## config.mk

```make
export PLATFORM = sky130hd
export DESIGN_NAME = flash_backlight_control_regs
export DESIGN_NICKNAME = d
export VERILOG_FILES = /design/src/inc/flash_backlight_pkg.sv /design/src/hdl/flash_backlight_control_regs.sv /design/src/hdl/flash_timer.sv
export SDC_FILE = /design/constraint.sdc
export NUM_CORES = 1
export LEC_CHECK = 0
export ABC_AREA = 1
export BUFFER_PORTS_ARGS = -buffer_cell sky130_fd_sc_hd__buf_4
export CAP_MARGIN = 30
export CORE_ASPECT_RATIO = 1.4
export CORE_MARGIN = 2
export CORE_UTILIZATION = 45
export DETAILED_ROUTE_END_ITERATION = 6
export PLACE_DENSITY_LB_ADDON = 0.08
export SLEW_MARGIN = 20
export SYNTH_ARGS = -nofsm -noshare
export SYNTH_HDL_FRONTEND = slang
export SYNTH_HIERARCHICAL = 1
export SYNTH_SLANG_ARGS = --single-unit
```

## constraint.sdc

```tcl
create_clock -name mclk_in -period 2.1 [get_ports mclk_in]
set_clock_uncertainty 0.1 [all_clocks]
set_input_delay 0.105 -clock mclk_in [delete_from_list [all_inputs] [get_ports mclk_in]]
set_output_delay 0.105 -clock mclk_in [all_outputs]
set_load 0.05 [all_outputs]
```

## src/inc/flash_backlight_pkg.sv

```systemverilog
package flash_backlight_pkg;

  localparam int CLK_HZ = 10_000_000;
  localparam int TIMEOUT_STEP_MS = 32;
  localparam int TIMEOUT_STEP_CYCLES = TIMEOUT_STEP_MS * (CLK_HZ / 1000);
  localparam int STEP_CNT_W = 19;
  localparam int TIMEOUT_CODE_W = 5;
  localparam int THR_CODE_W = 3;

  localparam logic [7:0] OFS_FLASH_CFG = 8'h07;
  localparam logic [7:0] OFS_MON_THR = 8'h08;
  localparam logic [7:0] OFS_IO_CTRL = 8'h09;
  localparam logic [7:0] OFS_OUT_EN = 8'h0A;
  localparam logic [7:0] OFS_FLAGS = 8'h0B;

  localparam logic [7:0] RST_FLASH_CFG = 8'h4F;
  localparam logic [7:0] RST_MON_THR = 8'h00;
  localparam logic [7:0] RST_IO_CTRL = 8'h00;
  localparam logic [7:0] RST_OUT_EN = 8'h00;
  localparam logic [7:0] RST_FLAGS = 8'h00;
  localparam logic [7:0] MON_THR_MASK = 8'h07;
  localparam logic [7:0] OUT_EN_WR_MASK = 8'h7F;

  localparam int IO_MON_EN = 0;
  localparam int IO_MON_STBY = 1;
  localparam int IO_TX_EN = 2;
  localparam int IO_TX_POL = 3;
  localparam int IO_STRB_EN = 4;
  localparam int IO_STRB_POL = 5;
  localparam int IO_PWM_EN = 6;
  localparam int IO_BL_REPORT = 7;

  localparam int EN_BL_BOOST = 0;
  localparam int EN_FLASH = 1;
  localparam int EN_FLASH_SEL = 2;
  localparam int EN_BL_TWO = 3;
  localparam int EN_BL_ONE = 4;
  localparam int EN_FL_TWO = 5;
  localparam int EN_FL_ONE = 6;
  localparam int EN_SWRST = 7;

  localparam int FLG_THERMAL = 0;
  localparam int FLG_BL_SHORT = 1;
  localparam int FLG_FL_SHORT = 2;
  localparam int FLG_TX = 3;
  localparam int FLG_MON = 4;
  localparam int FLG_FL_OUT_SHORT = 5;
  localparam int FLG_FL_OVP = 6;
  localparam int FLG_BL_OVP = 7;

  typedef enum logic [1:0] {FL_IDLE, FL_FIRE, FL_TORCH} flash_state_e;

endpackage

```

## src/hdl/flash_backlight_control_regs.sv

```systemverilog
`timescale 1ns/1ps
// Notes on behaviour
// (RULE1) Flash time-out code sits in config bits 4:0, 32 ms per step.
// (RULE2) I/O bit 7 gates backlight overvoltage and string short flag reporting.
// (RULE3) I/O bit 0 enables supply monitor, bit 1 standby/torch, 3-bit threshold.
// (RULE4) Enable bits 6,5,4,3 switch flash outputs and backlight strings.
// (RULE5) Enable bit 0 switches backlight boost converter.
// (RULE6) Host avoids flash with both flash outputs disabled.
// (RULE7) Host avoids backlight with both strings disabled.
// (RULE8) Flag bit 4 sets when supply crosses monitor threshold.
// (RULE9) TX honoured when I/O bit 2 set, polarity bit 3; event sets flag 3.
// (RULE10) Fault flags bits 7,6,5,2,1,0 set on their faults.
// (RULE11) Flash enable clears itself when a flash event ends.
// (RULE12) Flash configuration ignores writes while flash enabled.
// (RULE13) I/O bit 4 strobe trigger, bit 5 strobe polarity, bit 6 PWM enable.
// (RULE14) Enable bit 2 flash/torch, bit 1 flash start, bit 7 software reset.
module flash_backlight_control_regs #(
  parameter int STEP_CYCLES = flash_backlight_pkg::TIMEOUT_STEP_CYCLES
) (
  input wire logic mclk_in,
  input wire logic nrst_in,
  input wire logic [7:0] reg_addr_in,
  input wire logic [7:0] reg_wdata_in,
  input wire logic reg_wr_in,
  input wire logic reg_rd_in,
  output logic [7:0] reg_rdata_out,
  input wire logic strobe_in,
  input wire logic tx_in,
  input wire logic pwm_in,
  input wire logic supply_below_in,
  input wire logic bl_ovp_fault_in,
  input wire logic fl_ovp_fault_in,
  input wire logic fl_out_short_in,
  input wire logic fl_led_short_in,
  input wire logic bl_short_in,
  input wire logic thermal_in,
  output logic flash_output_one_en_out,
  output logic flash_output_two_en_out,
  output logic backlight_string_one_en_out,
  output logic backlight_string_two_en_out,
  output logic backlight_boost_en_out,
  output logic flash_fire_out,
  output logic torch_on_out,
  output logic tx_active_out,
  output logic pwm_out,
  output logic monitor_standby_out,
  output logic monitor_torch_out,
  output logic [flash_backlight_pkg::THR_CODE_W-1:0] threshold_code_out,
  output logic [7:0] flash_cfg_out
);
  import flash_backlight_pkg::*;

  logic [7:0] cfg_reg, cfg_next;
  logic [7:0] thr_reg, thr_next;
  logic [7:0] io_reg, io_next;
  logic [7:0] en_reg, en_next;
  logic [7:0] flags_reg, flags_next;
  logic [7:0] rdata_reg, rdata_next;
  flash_state_e state_reg, state_next;
  logic strb_act_reg, strb_act_next;
  logic tx_act_reg, tx_act_next;
  logic pwm_reg, pwm_next;
  logic mon_hit_reg, mon_hit_next;

  logic strb_act, tx_act, strb_rise, tx_event;
  logic soft_rst, wr_cfg, wr_thr, wr_io, wr_en, rd_flags;
  logic fire_start, fire_stop, flash_end;
  logic timer_done;
  logic [7:0] flag_set;

  assign wr_cfg = reg_wr_in && reg_addr_in == OFS_FLASH_CFG;
  assign wr_thr = reg_wr_in && reg_addr_in == OFS_MON_THR;
  assign wr_io = reg_wr_in && reg_addr_in == OFS_IO_CTRL;
  assign wr_en = reg_wr_in && reg_addr_in == OFS_OUT_EN;
  assign rd_flags = reg_rd_in && reg_addr_in == OFS_FLAGS;
  assign soft_rst = wr_en && reg_wdata_in[EN_SWRST]; // RULE14

  assign strb_act = strobe_in == io_reg[IO_STRB_POL]; // RULE13
  assign strb_rise = strb_act && !strb_act_reg;
  assign tx_act = io_reg[IO_TX_EN] && (tx_in == io_reg[IO_TX_POL]); // RULE9
  assign tx_event = tx_act && !tx_act_reg; // RULE9

  always_comb begin
    flag_set = 8'h00;
    flag_set[FLG_BL_OVP] = bl_ovp_fault_in && io_reg[IO_BL_REPORT]; // RULE2
    flag_set[FLG_BL_SHORT] = bl_short_in && io_reg[IO_BL_REPORT]; // RULE2
    flag_set[FLG_FL_OVP] = fl_ovp_fault_in; // RULE10
    flag_set[FLG_FL_OUT_SHORT] = fl_out_short_in; // RULE10
    flag_set[FLG_FL_SHORT] = fl_led_short_in; // RULE10
    flag_set[FLG_THERMAL] = thermal_in; // RULE10
    flag_set[FLG_MON] = io_reg[IO_MON_EN] && supply_below_in; // RULE8
    flag_set[FLG_TX] = tx_event; // RULE9
  end

  flash_timer #(
    .STEP_CYCLES(STEP_CYCLES)
  ) u_timer (
    .mclk_in(mclk_in),
    .nrst_in(nrst_in),
    .start_in(fire_start),
    .stop_in(fire_stop),
    .code_in(cfg_reg[TIMEOUT_CODE_W-1:0]),
    .done_out(timer_done),
    .running_out()
  );

  // Flash sequencer; strobe mode waits for a fresh active edge
  always_comb begin
    state_next = state_reg;
    fire_start = 1'b0;
    fire_stop = 1'b0;
    flash_end = 1'b0;
    case (state_reg)
      FL_IDLE: begin
        if (en_reg[EN_FLASH]) begin
          if (en_reg[EN_FLASH_SEL]) begin // RULE14
            if (!io_reg[IO_STRB_EN] || strb_rise) begin // RULE13
              state_next = FL_FIRE;
              fire_start = 1'b1;
            end
          end else begin
            state_next = FL_TORCH;
          end
        end
      end
      FL_FIRE: begin
        if (timer_done || (io_reg[IO_STRB_EN] && !strb_act) || !en_reg[EN_FLASH]) begin
          state_next = FL_IDLE;
          fire_stop = 1'b1;
          flash_end = 1'b1; // RULE11
        end
      end
      FL_TORCH: begin
        if (!en_reg[EN_FLASH] || en_reg[EN_FLASH_SEL]) begin
          state_next = FL_IDLE;
        end
      end
      default: begin
        state_next = FL_IDLE;
      end
    endcase
    if (soft_rst) begin
      state_next = FL_IDLE;
      fire_stop = 1'b1;
    end
  end

  // Register file
  always_comb begin
    cfg_next = cfg_reg;
    thr_next = thr_reg;
    io_next = io_reg;
    en_next = en_reg;
    flags_next = flags_reg;
    rdata_next = rdata_reg;
    if (wr_cfg && !en_reg[EN_FLASH]) begin // RULE12
      cfg_next = reg_wdata_in;
    end
    if (wr_thr) begin
      thr_next = reg_wdata_in & MON_THR_MASK; // RULE3
    end
    if (wr_io) begin
      io_next = reg_wdata_in;
    end
    if (flash_end) begin
      en_next[EN_FLASH] = 1'b0; // RULE11
    end
    // A host write in the end cycle is a new request, so it wins
    if (wr_en) begin
      en_next = reg_wdata_in & OUT_EN_WR_MASK; // RULE4 RULE5 RULE14
    end
    if (rd_flags) begin
      flags_next = 8'h00;
    end
    // Set beats clear-on-read so no fault is lost
    flags_next = flags_next | flag_set; // RULE10
    if (reg_rd_in) begin
      case (reg_addr_in)
        OFS_FLASH_CFG: rdata_next = cfg_reg;
        OFS_MON_THR: rdata_next = thr_reg;
        OFS_IO_CTRL: rdata_next = io_reg;
        OFS_OUT_EN: rdata_next = en_reg;
        OFS_FLAGS: rdata_next = flags_reg;
        default: rdata_next = 8'h00;
      endcase
    end
    if (soft_rst) begin
      cfg_next = RST_FLASH_CFG; // RULE14
      thr_next = RST_MON_THR;
      io_next = RST_IO_CTRL;
      en_next = RST_OUT_EN;
      flags_next = RST_FLAGS;
    end
  end

  always_comb begin
    strb_act_next = strb_act;
    tx_act_next = tx_act;
    pwm_next = io_reg[IO_PWM_EN] ? pwm_in : 1'b1; // RULE13
    mon_hit_next = io_reg[IO_MON_EN] && supply_below_in; // RULE3
  end

  always_ff @(posedge mclk_in or negedge nrst_in) begin
    if (!nrst_in) begin
      cfg_reg <= RST_FLASH_CFG;
      thr_reg <= RST_MON_THR;
      io_reg <= RST_IO_CTRL;
      en_reg <= RST_OUT_EN;
      flags_reg <= RST_FLAGS;
      rdata_reg <= 8'h00;
      state_reg <= FL_IDLE;
      strb_act_reg <= 1'b0;
      tx_act_reg <= 1'b0;
      pwm_reg <= 1'b0;
      mon_hit_reg <= 1'b0;
    end else begin
      cfg_reg <= cfg_next;
      thr_reg <= thr_next;
      io_reg <= io_next;
      en_reg <= en_next;
      flags_reg <= flags_next;
      rdata_reg <= rdata_next;
      state_reg <= state_next;
      strb_act_reg <= strb_act_next;
      tx_act_reg <= tx_act_next;
      pwm_reg <= pwm_next;
      mon_hit_reg <= mon_hit_next;
    end
  end

  assign reg_rdata_out = rdata_reg;
  assign flash_output_one_en_out = en_reg[EN_FL_ONE]; // RULE4
  assign flash_output_two_en_out = en_reg[EN_FL_TWO]; // RULE4
  assign backlight_string_one_en_out = en_reg[EN_BL_ONE]; // RULE4
  assign backlight_string_two_en_out = en_reg[EN_BL_TWO]; // RULE4
  assign backlight_boost_en_out = en_reg[EN_BL_BOOST]; // RULE5
  assign flash_fire_out = state_reg == FL_FIRE;
  assign torch_on_out = state_reg == FL_TORCH;
  assign tx_active_out = tx_act_reg;
  assign pwm_out = pwm_reg;
  assign monitor_standby_out = mon_hit_reg && io_reg[IO_MON_STBY]; // RULE3
  assign monitor_torch_out = mon_hit_reg && !io_reg[IO_MON_STBY]; // RULE3
  assign threshold_code_out = thr_reg[THR_CODE_W-1:0];
  assign flash_cfg_out = cfg_reg;
endmodule

```

## src/hdl/flash_timer.sv

```systemverilog
`timescale 1ns/1ps
module flash_timer #(
  parameter int STEP_CYCLES = flash_backlight_pkg::TIMEOUT_STEP_CYCLES
) (
  input wire logic mclk_in,
  input wire logic nrst_in,
  input wire logic start_in,
  input wire logic stop_in,
  input wire logic [flash_backlight_pkg::TIMEOUT_CODE_W-1:0] code_in,
  output logic done_out,
  output logic running_out
);
  import flash_backlight_pkg::*;

  localparam logic [STEP_CNT_W-1:0] PRE_LAST = STEP_CNT_W'(STEP_CYCLES - 1);

  logic run_reg, run_next;
  logic done_reg, done_next;
  logic [STEP_CNT_W-1:0] pre_reg, pre_next;
  logic [TIMEOUT_CODE_W-1:0] step_reg, step_next;

  // Length is (code + 1) steps of 32 ms
  always_comb begin
    run_next = run_reg;
    pre_next = pre_reg;
    step_next = step_reg;
    done_next = 1'b0;
    if (start_in) begin
      run_next = 1'b1;
      pre_next = '0;
      step_next = '0;
    end else if (stop_in) begin
      run_next = 1'b0;
    end else if (run_reg) begin
      if (pre_reg == PRE_LAST) begin
        pre_next = '0;
        if (step_reg == code_in) begin // RULE1
          run_next = 1'b0;
          done_next = 1'b1;
        end else begin
          step_next = step_reg + 5'h01;
        end
      end else begin
        pre_next = pre_reg + 1'b1;
      end
    end
  end

  always_ff @(posedge mclk_in or negedge nrst_in) begin
    if (!nrst_in) begin
      run_reg <= 1'b0;
      done_reg <= 1'b0;
      pre_reg <= '0;
      step_reg <= '0;
    end else begin
      run_reg <= run_next;
      done_reg <= done_next;
      pre_reg <= pre_next;
      step_reg <= step_next;
    end
  end

  assign done_out = done_reg;
  assign running_out = run_reg;
endmodule

```

## Word-level counts from Yosys, hierarchy flattened

Index checks and enable logic that the tools add are counted.

| word-level totals | value |
|---|---|
| register bits after elaboration | 80 |
| bits in latches | 0 |
| memory bits (writable) | 0 |
| memory bits (read-only) | 0 |
| input bits | 30 |
| logic and storage cells | 119 |
| memories | 0 |

| operators by class | value |
|---|---|
| $add $sub $neg | 2 |
| multipliers | 0 |
| divide/modulo/power cells | 0 |
| $lt $le $gt $ge | 0 |
| equal/unequal tests | 17 |
| shift-type cells | 0 |
| muxes and demuxes | 46 |
| bitwise operators | 1 |
| reductions and logical operators | 37 |

Operators by type and width:

| operator | number |
|---|---|
| $mux 8 | 10 |
| $mux 19 | 4 |
| $pmux 8 s5 | 1 |
| $eq 8x4->1 const B | 4 |
| $mux 5 | 5 |
| $add 19x1->19 const B | 1 |
| $eq 19x19->1 const B | 1 |
| $mux 1 | 19 |
| $logic_and 1x1->1 | 16 |
| $mux 2 | 6 |
| $reduce_bool 2->1 | 6 |
| $eq 8x3->1 const B | 1 |
| $or 8x8->8 | 1 |
| $reduce_and 4->1 | 2 |
| $logic_not 1->1 | 6 |
| $ne 3x1->1 const B | 2 |
| $pmux 2 s3 | 1 |
| $add 5x1->5 const B | 1 |
| $eq 5x5->1 | 1 |
| $logic_or 1x1->1 | 4 |
| $ne 2x2->1 const B | 2 |
| $ne 4x4->1 const B | 1 |
| $ne 3x3->1 const B | 1 |
| $reduce_bool 3->1 | 1 |
| 5 further kinds | 6 |

## Depth between registers and ports, before layout

| logic depth | value |
|---|---|
| depth in word-level cells | 10 |
| mapped depth | 15 |
| mapped depth without buffers | 13 |

## Hierarchy

The synthesis kept the hierarchy.

Modules (own cells, without submodules):

| module | times used | cells an instance | area an instance (um^2) |
|---|---|---|---|
| flash_backlight_control_regs | 1 | 304 | 2,431.1 |
| flash_timer | 1 | 242 | 1,646.6 |

## Worst setup path before layout

No wires, ideal clock.

| timing | value |
|---|---|
| kind | flip-flop to flip-flop |
| start | register state_reg[1] |
| end | register u_timer.pre_reg[8] |
| library setup time | 121 ps |
| data arrival time | 2,123 ps |
| required time | 1,879 ps |
| slack | -244 ps |
| stages on the path, launching flop included | 10 |
| period minus slack after synthesis | 2,344 ps |
| path through | dfrtp_1 -> nor2_1 -> o21ai_0 -> nand2_1 -> o21ai_4 -> inv_1 -> buf_2 -> nor2_1 -> o21ai_0 -> nor2_1 |

| between the ends | value |
|---|---|
| cells in the longest elaborated chain, start to end | 5 |

RTL lines:

| what | line | text |
|---|---|---|
| from (decl) | flash_backlight_control_regs.sv:59 | `flash_state_e state_reg, state_next;` |
| from (signal assigned) | flash_backlight_control_regs.sv:223 | `state_reg <= state_next;` |
| $eq 2x1->1 | - |  |
| net flash_fire_out | flash_backlight_control_regs.sv:42 | `output logic flash_fire_out,` |
| $mux 1 | flash_backlight_control_regs.sv:113 | `case (state_reg)` |
| $mux 1 | flash_backlight_control_regs.sv:142 | `if (soft_rst) begin` |
| net fire_stop | flash_backlight_control_regs.sv:67 | `logic fire_start, fire_stop, flash_end;` |
| $ne 2x2->1 (no line) | - |  |
| $reduce_and 2->1 (no line) | - |  |
| to (signal assigned) | flash_timer.sv:58 | `pre_reg <= pre_next;` |
| to (decl) | flash_timer.sv:19 | `logic [STEP_CNT_W-1:0] pre_reg, pre_next;` |

The timed path passes the listed nets, and every way through them passes these cells.
A chain may end at the register's enable or synchronous reset.

## Final worst setup path

| timing | value |
|---|---|
| start | register io_reg[5] |
| end | register u_timer.pre_reg[5] |

| between the ends | value |
|---|---|
| cells in the longest elaborated chain, start to end | 10 |

RTL lines:

| what | line | text |
|---|---|---|
| from (decl) | flash_backlight_control_regs.sv:55 | `logic [7:0] io_reg, io_next;` |
| from (signal assigned) | flash_backlight_control_regs.sv:219 | `io_reg <= io_next;` |
| $eq 1x1->1 | flash_backlight_control_regs.sv:78 | `assign strb_act = strobe_in == io_reg[IO_STRB_POL];` |
| $logic_not 1->1 | flash_backlight_control_regs.sv:127 | `if (timer_done \|\| (io_reg[IO_STRB_EN] && !strb_act) \|\| !en_reg[EN_FLASH]) begin` |
| $logic_and 1x1->1 | flash_backlight_control_regs.sv:127 |  |
| $logic_or 1x1->1 (2 in a row) | flash_backlight_control_regs.sv:127 |  |
| $mux 1 | flash_backlight_control_regs.sv:127 |  |
| $mux 1 | flash_backlight_control_regs.sv:113 |  |
| $mux 1 | flash_backlight_control_regs.sv:142 |  |
| net fire_stop | flash_backlight_control_regs.sv:67 |  |
| $ne 2x2->1 (no line) | - |  |
| $reduce_and 2->1 (no line) | - |  |

The timed path passes the listed nets, and every way through them passes these cells.

==> impl_metrics.py <==
metrics = {
    "global_routing": {
        "antenna_found_initial": 0,
        "grt_pass1_vias": 3810,
        "grt.overflow.total": 0,
        "grtUsageTotal_pct": 23.9,
        "grt_pass1_wl_um": 18200,
        "grt_max_degree": 40,
    },
    "timing": {
        "fin_crit_sh_pct": 98.1,
        "rsz0062_at_grt": "yes",
        "setup_viol": 0,
        "finalSetupTns_ns": 0,
        "worst_slew_pin_slew_ns": 0.488,
        "drv_slew": 0,
        "fin_crit_ns": 2.06,
        "hold_viol": 0,
        "slew_headroom_pct": 67.4,
        "fmax_mhz": 485,
    },
    "clocking": {
        "cts-root-buf": "clkbuf_16",
        "worstSkewPairLatency_ns": 0.33,
        "cts_max_path_buffers": 2,
        "cts_sinks": 74,
        "cts_tree": "done",
        "cts.htree.levels": 3,
        "clkTransAtPathRegs_ns": 0.06,
        "cts_buffers": 9,
    },
    "floorplan": {
        "die_h_um": 117,
        "core_area_um2": 8930,
        "rows": 41,
        "die_w_um": 84.5,
        "dieArea_um2": 9850,
        "ios": 60,
        "start_util_pct": 45.7,
    },
    "routing": {
        "ant_nets": 0,
        "wire_per_inst_um": 15.5,
        "vias": 3890,
        "routed_wl_um": 11600,
        "vias_per_cell": 5.17,
        "drtIter0Drc": 186,
        "drt-pass1-iter-count": 4,
        "drc": 0,
    },
    "yosys": {
        "ys_ff_latch": 74,
        "yosysWarningCount": 6,
        "async_reset_ff_share_pct": 100,
        "synthesis.nets": 578,
        "yosys.area.top_type_share_pct": 42.3,
        "synth_cell_types": 32,
        "syn_area_um2": 4080,
        "synthFlopType": "dfrtp_1",
        "ys_seq_area_share_pct": 45.6,
        "synth.avg_cell_area_um2": 7.47,
        "synth_top_area_cell": "dfrtp_1",
        "synth_cells": 546,
        "synth-edff-count": 0,
        "synthTopCellsByArea": "dfrtp_1 42%, nand2_1 13%, nand3_1 7.7%, nor2_1 7.7%, inv_1 4.5%",
    },
    "cells_and_area": {
        "fill_cells": 845,
        "stdcell_count": 752,
        "antenna_cells": 0,
        "largest_reg_flops": 19,
        "nets": 672,
        "regArea_um2": 1860,
        "layout-drive-gt1-share_pct": 22.2,
        "area_delta_synth_final_pct": 31.3,
        "multi_input_area_um2": 2000,
        "postLayoutCoreUtil_pct": 60.0,
    },
    "critical_path": {
        "path_max_fanout": 8,
        "crit_arrival_ns": 2.18,
        "regToRegSetupSlack_ns": 0.04,
        "reg2reg_depth": 11,
        "worstSetupStartpointType": "flop",
        "reg2reg_to": "u_timer/pre_reg[5]$_DFFE_PN0P_",
        "critPathKind": "reg2reg",
        "endpoint_kind": "flop",
        "critPathRequiredTime_ns": 2.22,
        "r2r_start": "io_reg[5]$_DFFE_PN0P_",
        "crit_path_end": "u_timer/pre_reg[5]$_DFFE_PN0P_",
        "critPathLaunch": "io_reg[5]$_DFFE_PN0P_",
    },
    "run": {
        "maxCapViolations": 0,
    },
    "placement": {
        "io_buffers": 59,
        "dp.cells": 712,
        "hpwl_um": 8470,
        "gp_congestion": 0.877,
    },
    "min_path": {
        "min-delay-path-class": "in2reg",
    },
    "power_and_ir_drop": {
        "vdd_drop_max_uv": 488,
        "p_leak_nw": 2.58,
        "powerDensity_nw_per_um2": 821,
    },
    "status": {
        "outcome": "finished clean",
    },
}
==> routing by layer <==
metal / vias to the layer above / GRT usage (%) / share of wire (%)
li1: 1954 / - / -
met1: 1838 / 25.2 / 39
met2: 75 / 46.1 / 55
met3: 23 / 3.82 / 3.2
met4: 0 / 11.7 / 3.2
met5: - / 0 / 0
==> kinds of logic (layout without fill, tap and decap cells) <==
group,Yosys count,in the layout,synth area share [%]
compound gates,60,60,7.92
xor+xnor,9,9,1.93
fa+ha+maj,2,2,0.614
buf+inv,67,166,7.09
flops,74,74,45.6
simple gates,334,334,36.9
==> critical path, cell delays in order (launching register included) <==
cell	delay, ns
dfrtp_1	0.41
inv_1	0.08
nand2_1	0.08
nand3_2	0.09
nand2_2	0.08
o21ai_2	0.17
nand2_2	0.11
o21ai_4	0.21
clkinvlp_4	0.27
nor2_4	0.17
xnor2_2	0.12
nor2_1	0.06
==> final cells by class <==
| class | count | area share [%] |
|---|---|---|
| multi-input combinational | 405 | 37.4 |
| sequential | 74 | 34.7 |
| timing repair buffer | 96 | 15.0 |
| clock buffer | 11 | 4.53 |
| inverter | 54 | 3.90 |
| tap | 107 | 2.50 |
| clock inverter | 5 | 1.92 |
==> cell usage after synthesis, types with 4 or more instances <==
cell type / number
inv_1: 49
nand2_2: 6
nand3_1: 63
nand3_2: 5
xor2_1: 6
o21ai_1: 21
dfrtp_1: 69
a21oi_1: 19
dfstp_2: 5
buf_4: 4
inv_2: 5
nor2_1: 84
nor2_4: 4
nand4_1: 16
nand2_1: 146
buf_2: 6
o21ai_0: 14
==> worst min path at each step <==
stage               startpoint                      endpoint  slack, ns  cells after the start
6_report       reg_wdata_in[5]  flash_cfg_out[5]$_DFFE_PN0P_      0.006                      3
2_1_floorplan          nrst_in         en_reg[0]$_DFFE_PN0P_      -0.29                      0
3_5_place_dp           nrst_in         io_reg[6]$_DFFE_PN0P_      0.003                      1
4_1_cts        reg_wdata_in[5]  flash_cfg_out[5]$_DFFE_PN0P_      0.003                      3
3_3_place_gp           nrst_in        flags_reg[6]$_DFF_PN0_     -0.004                      1
5_1_grt        reg_wdata_in[4]         en_reg[4]$_DFFE_PN0P_       0.03                      3
==> timing repair <==
| action | in CTS | in global routing |
|---|---|---|
| resized for setup | 1 | 32 |
| setup endpoints to repair | 1 | 26 |
| hold buffers | 19 | 0 |
| pin swaps | 1 | 13 |
| buffers inserted | 3 | 3 |
| hold endpoints to repair | 64 | 0 |
| gates cloned | 0 | 0 |
==> placed cells by master, fill, tap and decap left out, drive strengths merged <==
cell | Yosys | final
nand2 | 152 | 152
nor3 | 3 | 3
nand4 | 17 | 17
o21ai | 36 | 36
nor3b | 1 | 1
nor2 | 91 | 91
dfrtp | 69 | 69
dfstp | 5 | 5
clkinv | 0 | 1
ha | 2 | 2
xor2 | 6 | 6
xnor2 | 3 | 3
bufinv | 0 | 3
a21oi | 19 | 19
dlygate4sd3 | 0 | 19
inv | 54 | 53
o21bai | 3 | 3
clkbuf | 1 | 11
nand3 | 69 | 69
clkinvlp | 0 | 2
buf | 12 | 77
a22oi | 1 | 1
nand3b | 1 | 1
o22ai | 1 | 1
==> power by group <==
group          total (mW)  leakage (nW)  internal (mW)  switching [mW]
Sequential           1.77         0.928           1.59           0.185
Combinational       0.847          1.49          0.344           0.503
Clock                1.77         0.166           1.19           0.584
Total                4.40          2.58           3.12            1.27
==> metrics by stage <==
step	worst slack, ns	cell area, um2	power, mW	hold slack, ns
floorplan	0.0492	4080	2.26	-0.291
global placement	0.0648	4690	2.54	-0.00416
detailed placement	-0.0177	4690	2.56	0.00295
CTS	0.00878	5260	4.39	0.00335
global route	-0.130	5350	4.60	0.0335
finish	0.0401	5350	4.40	0.00620
Note: power is estimated with default switching activity, not from simulation.
